## config.mk

```make
export PLATFORM = sky130hd
export DESIGN_NAME = hdpm_port_manager
export DESIGN_NICKNAME = d
export VERILOG_FILES = /design/src/hw/hdpm_pkg.sv /design/src/hw/hdpm_port_manager.sv
export VERILOG_INCLUDE_DIRS = /design/src /design/src/hw
export SDC_FILE = /design/constraint.sdc
export NUM_CORES = 1
export LEC_CHECK = 0
export ABC_CLOCK_PERIOD_IN_PS = 2240
export BUFFER_PORTS_ARGS = -buffer_cell sky130_fd_sc_hd__buf_4
export CORE_UTILIZATION = 35
export DETAILED_ROUTE_END_ITERATION = 10
export SLEW_MARGIN = 20
export SYNTH_ARGS = -nofsm -noshare
export SYNTH_HDL_FRONTEND = slang
export SYNTH_SLANG_ARGS = --single-unit
```

## constraint.sdc

```tcl
create_clock -name clk_i -period 2.24 [get_ports clk_i]
set_input_delay 0.448 -clock clk_i [delete_from_list [all_inputs] [get_ports clk_i]]
set_output_delay 0.448 -clock clk_i [all_outputs]
set_load 0.02 [all_outputs]
```

## src/hw/hdpm_defs.svh

```systemverilog
// Constants for the hub downstream port manager: offsets, reset values, timing.
// Assumes a 100 MHz device clock and an 8-bit register port.
// Behaviour
// - Low D+ with high D- that persists sets the port's connect bit.
// - High D+ with low D- that persists sets the port's connect bit.
// - Every connect bit set by hardware raises a hub interrupt pulse; a firmware write does not.
// - A connect is recorded only after non-SE0 lasts over 2.5 us.
// - SE0 lasting 2.0 to 2.5 us clears the connect bit and interrupts.
// - Connect register has bits for ports one to seven; bit 7 reads zero.
// - Device reset and bus reset clear connect status, then hardware updates it.
// - Speed register clears on device or bus reset; firmware sets it later.
// - A set enable bit opens the port for traffic both ways.
// - Enabled unsuspended ports get upstream traffic; their traffic repeats unless babble.
// - Full-speed upstream traffic never goes to a low-speed port.
// - Enable written mid-packet takes effect at packet end; at idle at once.
// - Connect and disconnect interrupt even while suspended or disabled.
// - Device reset and bus reset clear the enable register.
// - Babble on a port clears that port's enable bit in hardware.
// - Babble is non-idle traffic or open connectivity at EOF2.
// - Both lines low is the no-connect SE0 state.
// - The hub generates an end-of-packet at EOF1.
`ifndef HDPM_DEFS_SVH
`define HDPM_DEFS_SVH

`define HDPM_ADDR_CONNECT 8'h48
`define HDPM_ADDR_ENABLE 8'h49
`define HDPM_ADDR_SPEED 8'h4a
`define HDPM_RESET_VAL 8'h00
`define HDPM_PORT_MASK 8'h7f
`define HDPM_CLK_MHZ 100
// Times in nanoseconds.
`define HDPM_CONN_NS 2500
`define HDPM_DISC_MIN_NS 2000
// Connect needs more than 2.5 us: one cycle past the rounded-up count.
`define HDPM_CONN_CYC ((`HDPM_CONN_NS * `HDPM_CLK_MHZ + 999) / 1000 + 1)
// Disconnect qualifies at 2.0 us, inside the 2.0 to 2.5 us window.
`define HDPM_DISC_CYC ((`HDPM_DISC_MIN_NS * `HDPM_CLK_MHZ + 999) / 1000)

`endif

```

## src/hw/hdpm_pkg.sv

```systemverilog
// Types for the hub downstream port manager.
// Assumes nothing beyond the constants header.
package hdpm_pkg;
  typedef logic [6:0] hdpm_ports_t;
  typedef logic [7:0] hdpm_byte_t;
  typedef logic [8:0] hdpm_cnt_t;
  typedef enum logic [1:0] {
    HDPM_LS_SE0 = 2'b00,
    HDPM_LS_K = 2'b01,
    HDPM_LS_J = 2'b10,
    HDPM_LS_SE1 = 2'b11
  } hdpm_line_t;
endpackage

```

## src/hw/hdpm_port_manager.sv

```systemverilog
// Downstream port manager: connect timing, status, enable, speed, babble, repeat gating.
// Assumes line pins are asynchronous; frame markers and packet activity come from the
// repeater on the same clock.
`include "hdpm_defs.svh"
`timescale 1ns/100ps
`default_nettype none

module hdpm_port_manager (
  input wire logic clk_i,
  input wire logic rst_n_i,
  input wire logic clk_en_i,
  input wire logic bus_reset_i,
  input wire logic suspend_i,
  input wire logic [7:0] addr_i,
  input wire hdpm_pkg::hdpm_byte_t wdata_i,
  input wire logic wr_i,
  input wire logic rd_i,
  output hdpm_pkg::hdpm_byte_t rdata_o,
  input wire hdpm_pkg::hdpm_ports_t dp_i,
  input wire hdpm_pkg::hdpm_ports_t dm_i,
  input wire logic up_pkt_active_i,
  input wire logic up_full_speed_i,
  input wire hdpm_pkg::hdpm_ports_t dn_active_i,
  input wire logic eof1_i,
  input wire logic eof2_i,
  output logic hub_irq_o,
  output logic eop_gen_o,
  output hdpm_pkg::hdpm_ports_t fwd_down_o,
  output hdpm_pkg::hdpm_ports_t fwd_up_o,
  output hdpm_pkg::hdpm_ports_t babble_o
);
  import hdpm_pkg::*;

  localparam hdpm_cnt_t CONN_CYC = hdpm_cnt_t'(`HDPM_CONN_CYC);
  localparam hdpm_cnt_t DISC_CYC = hdpm_cnt_t'(`HDPM_DISC_CYC);

  function automatic logic hdpm_sel(input logic [7:0] a, input logic [7:0] off);
    hdpm_sel = (a == off);
  endfunction

  // ==========================================================================
  // Line synchronisers
  // ==========================================================================
  hdpm_ports_t dp_s1_q, dp_s2_q, dm_s1_q, dm_s2_q;
  hdpm_ports_t dp_s1_d, dp_s2_d, dm_s1_d, dm_s2_d;

  always_comb begin
    dp_s1_d = dp_i;
    dm_s1_d = dm_i;
    dp_s2_d = dp_s1_q;
    dm_s2_d = dm_s1_q;
  end

  always_ff @(posedge clk_i or negedge rst_n_i) begin
    if (!rst_n_i) begin
      dp_s1_q <= '0;
      dp_s2_q <= '0;
      dm_s1_q <= '0;
      dm_s2_q <= '0;
    end else if (clk_en_i) begin
      dp_s1_q <= dp_s1_d;
      dp_s2_q <= dp_s2_d;
      dm_s1_q <= dm_s1_d;
      dm_s2_q <= dm_s2_d;
    end
  end

  // ==========================================================================
  // Per-port line-state timers and connect tracking
  // ==========================================================================
  hdpm_line_t line_q [7];
  hdpm_line_t line_d [7];
  hdpm_cnt_t cnt_q [7];
  hdpm_cnt_t cnt_d [7];
  hdpm_ports_t conn_q, conn_d, en_q, en_d, pend_q, pend_d, spd_q, spd_d;
  hdpm_ports_t conn_set, conn_clr, babble_d, babble_q;
  logic irq_d, irq_q, eop_d, eop_q;
  hdpm_byte_t rdata_d, rdata_q;
  logic wr_conn, wr_en, wr_spd;

  always_comb begin
    wr_conn = wr_i && hdpm_sel(addr_i, `HDPM_ADDR_CONNECT);
    wr_en = wr_i && hdpm_sel(addr_i, `HDPM_ADDR_ENABLE);
    wr_spd = wr_i && hdpm_sel(addr_i, `HDPM_ADDR_SPEED);
    for (int p = 0; p < 7; p++) begin
      line_d[p] = hdpm_line_t'({dp_s2_q[p], dm_s2_q[p]});
      // Count restarts whenever the sampled state changes; saturates after qualifying.
      if (line_d[p] != line_q[p]) begin
        cnt_d[p] = '0;
      end else if (cnt_q[p] != CONN_CYC) begin
        cnt_d[p] = cnt_q[p] + 9'd1;
      end else begin
        cnt_d[p] = cnt_q[p];
      end
      // Both low from the pull-downs is no-connect.
      conn_clr[p] = conn_q[p] && (line_q[p] == HDPM_LS_SE0)
                    && (cnt_q[p] == DISC_CYC);
      // K is low-speed attach, J full-speed attach; SE1 never counts as attach.
      conn_set[p] = !conn_q[p] && ((line_q[p] == HDPM_LS_K) || (line_q[p] == HDPM_LS_J))
                    && (cnt_q[p] == CONN_CYC);
    end
    conn_d = conn_q;
    if (wr_conn) begin
      conn_d = wdata_i[6:0];
    end
    // Hardware events win over a same-cycle firmware write.
    conn_d = (conn_d | conn_set) & ~conn_clr;
    // Interrupt regardless of suspend or enable state.
    irq_d = |(conn_set | conn_clr);
    if (bus_reset_i) begin
      conn_d = '0;
      // Restart every line timer so that connect status is rebuilt from the live lines.
      // Without this a saturated timer would re-set the bit in the very next cycle.
      for (int p = 0; p < 7; p++) begin
        cnt_d[p] = '0;
      end
    end
  end

  always_ff @(posedge clk_i or negedge rst_n_i) begin
    if (!rst_n_i) begin
      for (int p = 0; p < 7; p++) begin
        line_q[p] <= HDPM_LS_SE0;
        cnt_q[p] <= '0;
      end
      conn_q <= '0;
      irq_q <= 1'b0;
    end else if (clk_en_i) begin
      line_q <= line_d;
      cnt_q <= cnt_d;
      conn_q <= conn_d;
      irq_q <= irq_d;
    end
  end

  // ==========================================================================
  // Enable, speed, babble and deferred enable
  // ==========================================================================
  always_comb begin
    spd_d = spd_q;
    if (wr_spd) begin
      spd_d = wdata_i[6:0];
    end
    if (bus_reset_i) begin
      spd_d = '0;
    end
    // At EOF2, any enabled port still talking or holding the path open babbles.
    babble_d = eof2_i ? (en_q & dn_active_i) : '0;
    en_d = en_q;
    pend_d = pend_q;
    if (wr_en) begin
      // Enables apply at once when idle, else wait for the packet to end.
      en_d = up_pkt_active_i ? (wdata_i[6:0] & en_q) : wdata_i[6:0];
      pend_d = up_pkt_active_i ? (wdata_i[6:0] & ~en_q) : '0;
    end else if (!up_pkt_active_i && (pend_q != '0)) begin
      en_d = en_q | pend_q;
      pend_d = '0;
    end
    en_d = en_d & ~babble_d;
    pend_d = pend_d & ~babble_d;
    if (bus_reset_i) begin
      en_d = '0;
      pend_d = '0;
    end
    eop_d = eof1_i;
  end

  always_ff @(posedge clk_i or negedge rst_n_i) begin
    if (!rst_n_i) begin
      spd_q <= '0;
      en_q <= '0;
      pend_q <= '0;
      babble_q <= '0;
      eop_q <= 1'b0;
    end else if (clk_en_i) begin
      spd_q <= spd_d;
      en_q <= en_d;
      pend_q <= pend_d;
      babble_q <= babble_d;
      eop_q <= eop_d;
    end
  end

  // ==========================================================================
  // Repeat gating
  // ==========================================================================
  always_comb begin
    fwd_down_o = suspend_i ? '0 : (en_q & ~(spd_q & {7{up_full_speed_i}}));
    fwd_up_o = suspend_i ? '0 : (en_q & ~babble_d);
  end

  // ==========================================================================
  // Register read port
  // ==========================================================================
  always_comb begin
    rdata_d = `HDPM_RESET_VAL;
    if (rd_i) begin
      case (addr_i)
        `HDPM_ADDR_CONNECT: rdata_d = {1'b0, conn_q};
        `HDPM_ADDR_ENABLE: rdata_d = {1'b0, en_q};
        `HDPM_ADDR_SPEED: rdata_d = {1'b0, spd_q};
        default: rdata_d = `HDPM_RESET_VAL;
      endcase
    end
  end

  always_ff @(posedge clk_i or negedge rst_n_i) begin
    if (!rst_n_i) begin
      rdata_q <= '0;
    end else if (clk_en_i) begin
      rdata_q <= rdata_d;
    end
  end

  assign rdata_o = rdata_q;
  assign hub_irq_o = irq_q;
  assign eop_gen_o = eop_q;
  assign babble_o = babble_q;
endmodule

`default_nettype wire

```

==> metrics.yaml <==
clockRootBuffer: "clkbuf_16"
drtPass1Iterations: 8
grt-ovfl-total: 0
antenna-diode-count: 0
grt_pass1_vias: 6400
fp-row-count: 54
portBuffers: 76
grt_use_total_pct: 17.7
grt_pass1_wl_um: 33000
io_pins: 79
pre_cts_ws_ns: -0.0729
drc: 5
ys.flop_type: "dfrtp_1"
min_from: "dp_i[2]"
cap_violations: 0
syn_area_um2: 7960
vias: 6553
clock_path_buffers: 2
finalNetCount: 1004
timing.rr.start: "line_q[10]"
drive_above_1_share_pct: 20.9
hold_violations: 0
finalInstanceArea_um2: 9650
place_congestion: 0.853
final_common_cell: "dfrtp_1"
fmax_ghz: 0.463
yosysSeqAreaShare_pct: 46.8
clock_skew_ns: 0.0125
start_kind: "register"
finalMaxSlewViolations: 0
clk_latency_ns: 0.43
timing.final.crit_share_pct: 96.4
post-dp-hpwl_um: 14300
peakVddDrop_mv: 0.512
htree_levels: 4
synth_edf_count: 0
critPathKind: "register to register"
post_dp_cell_area_um2: 9080
avgRoutedWirePerCell_um: 16.1
vias_per_cell: 5.34
drtIter0Drc: 381
rsz0062_at_grt: "false"
dieHeight_um: 153
end_kind: "register"
cts_tree: "built"
outcome: "finished with violations"
mostFrequentLayoutCells: "dfrtp_1 (149), buf_4 (115), o21ai_0 (78)"
drtAntennaViolNets: 0
ys.warnings.count: 0
crit_start: "line_q[10]"
p_per_area_nw_per_um2: 672
ys_async_sr_fraction_pct: 100
die_w_um: 153
die_area_um2: 23400
setup_violations: 0
cts_buffers: 17
violations: "DRC"
setup_tns_ns: 0
core-area_um2: 22100
cts_sinks: 149
hold_path_class: "input port to register"
worst-endpoint-required_ns: 2.54
ys_seq_elements: 149
synth_cell_type_count: 68
cts.reportedPaths.clkPinSlew_ns: 0.06
syn_area_per_cell_um2: 9.59
wl_um: 19800
syn_inst: 830
arrival_ns: 2.46
postCtsSetupBuffers: 0
setup_slack_ns: 0.0812
crit_fanout: 3
worstMarginPinSlew_ns: 0.548
timing.final.crit_period_ns: 2.16
maxSlewHeadroom_pct: 62.9
grt_max_degree: 70
syn_nets: 899
power.leakage_uw: 0.00423
initial_core_util_pct: 36.0
antenna_found_initial: 0
area_growth_pct: 21.2
logic make-up (layout without fill, tap and decap cells):
group           after synthesis  count (layout)  synth area share [%]
compound gates              218             218                  17.0
xor+xnor                     33              33                  3.63
fa+ha+maj                    21              21                  3.30
buf+inv                      83             200                  4.35
flops                       149             149                  46.8
mux                          40              40                  5.53
other cells                   1               1                0.0471
simple gates                285             285                  19.3
final timing paths:
kind	to	slack, ns	cells after the start
worst max register to register	hub_irq_o	0.08	7
worst max-delay path	hub_irq_o	0.08	7
worst min-delay path	dp_s1_q[2]	0.25	2
max in group asynchronous	cnt_q[3]	1.08	3
worst min register to register	babble_o[1]	0.49	2
min in group asynchronous	cnt_q[43]	0.55	2
registers in the layout, indices dropped and copies added, names as in the netlist:
| name | cells |
|---|---|
| eop_gen_o | 1 |
| dp_s1_q | 7 |
| spd_q | 7 |
| en_q | 7 |
| cnt_q | 63 |
| dp_s2_q | 7 |
| dm_s1_q | 7 |
| line_q | 14 |
| babble_o | 7 |
| dm_s2_q | 7 |
| hub_irq_o | 1 |
| rdata_o | 7 |
| conn_q | 7 |
| pend_q | 7 |
critical path, stage by stage (launching register included):
cell      delay [ns]
dfrtp_1         0.35
inv_1           0.06
ha_1            0.19
nor4bb_1        0.13
and4_2          0.26
nor2_1          0.08
or4b_2          0.59
o32a_1          0.37
where the power goes:
group          internal, µW  switching [µW]
registers              2830             123
logic                   363             450
clock network          1530            1190
per-layer routing:
metal	part of all wire, %	wire [µm]	global-route usage (%)
met1	48	9480	23.9
met2	47	9210	28.4
met3	3.8	759	3.32
met4	1.7	336	5.87
met5	0	0	0
what timing repair did:
| action | 4_1_cts | 5_1_grt |
|---|---|---|
| hold endpoints to repair | 11 | 0 |
| endpoints found under the setup margin | 0 | 1 |
| hold buffers | 1 | 0 |
| gates resized for setup | 0 | 1 |
Yosys cell counts, types with 6 or more instances:
library cell,count,area (µm²)
a21oi_1,48,240
a22oi_1,14,105
a31oi_1,9,56.3
and3_1,14,87.6
buf_1,6,22.5
clkbuf_1,23,86.3
dfrtp_1,149,3730
ha_1,21,263
inv_1,48,180
mux2_2,32,360
mux2i_1,8,80.1
nand2_1,68,255
nand2b_1,17,106
nand3_1,36,180
nand4_1,14,87.6
nor2_1,53,199
nor2b_1,9,56.3
nor3_1,10,50.1
nor3b_1,6,45.0
nor4bb_1,6,60.1
o21ai_0,78,390
o2bb2ai_1,18,158
o31ai_1,18,135
or3_1,12,75.1
xnor2_1,7,61.3
xor2_1,26,228
through the flow:
step	util (%)	total power, µW	hold WS, ns	std cells
after floorplan	-	3460	0.152	830
after global placement	41.1	3810	0.453	1195
after detailed placement	41.1	3830	0.444	1195
after CTS	43.7	6570	0.244	1227
after global routing	43.7	6810	0.243	1227
final	43.7	6490	0.253	1227
final cells by class:
| class | count | area, µm² |
|---|---|---|
| multi-input combinational | 598 | 3890 |
| timing repair buffer | 120 | 945 |
| clock inverter | 10 | 87.6 |
| fill | 2121 | 12400 |
| clock buffer | 21 | 470 |
| sequential | 149 | 3730 |
| inverter | 49 | 184 |
| tap | 280 | 350 |
(Power assumes the default switching activity.)
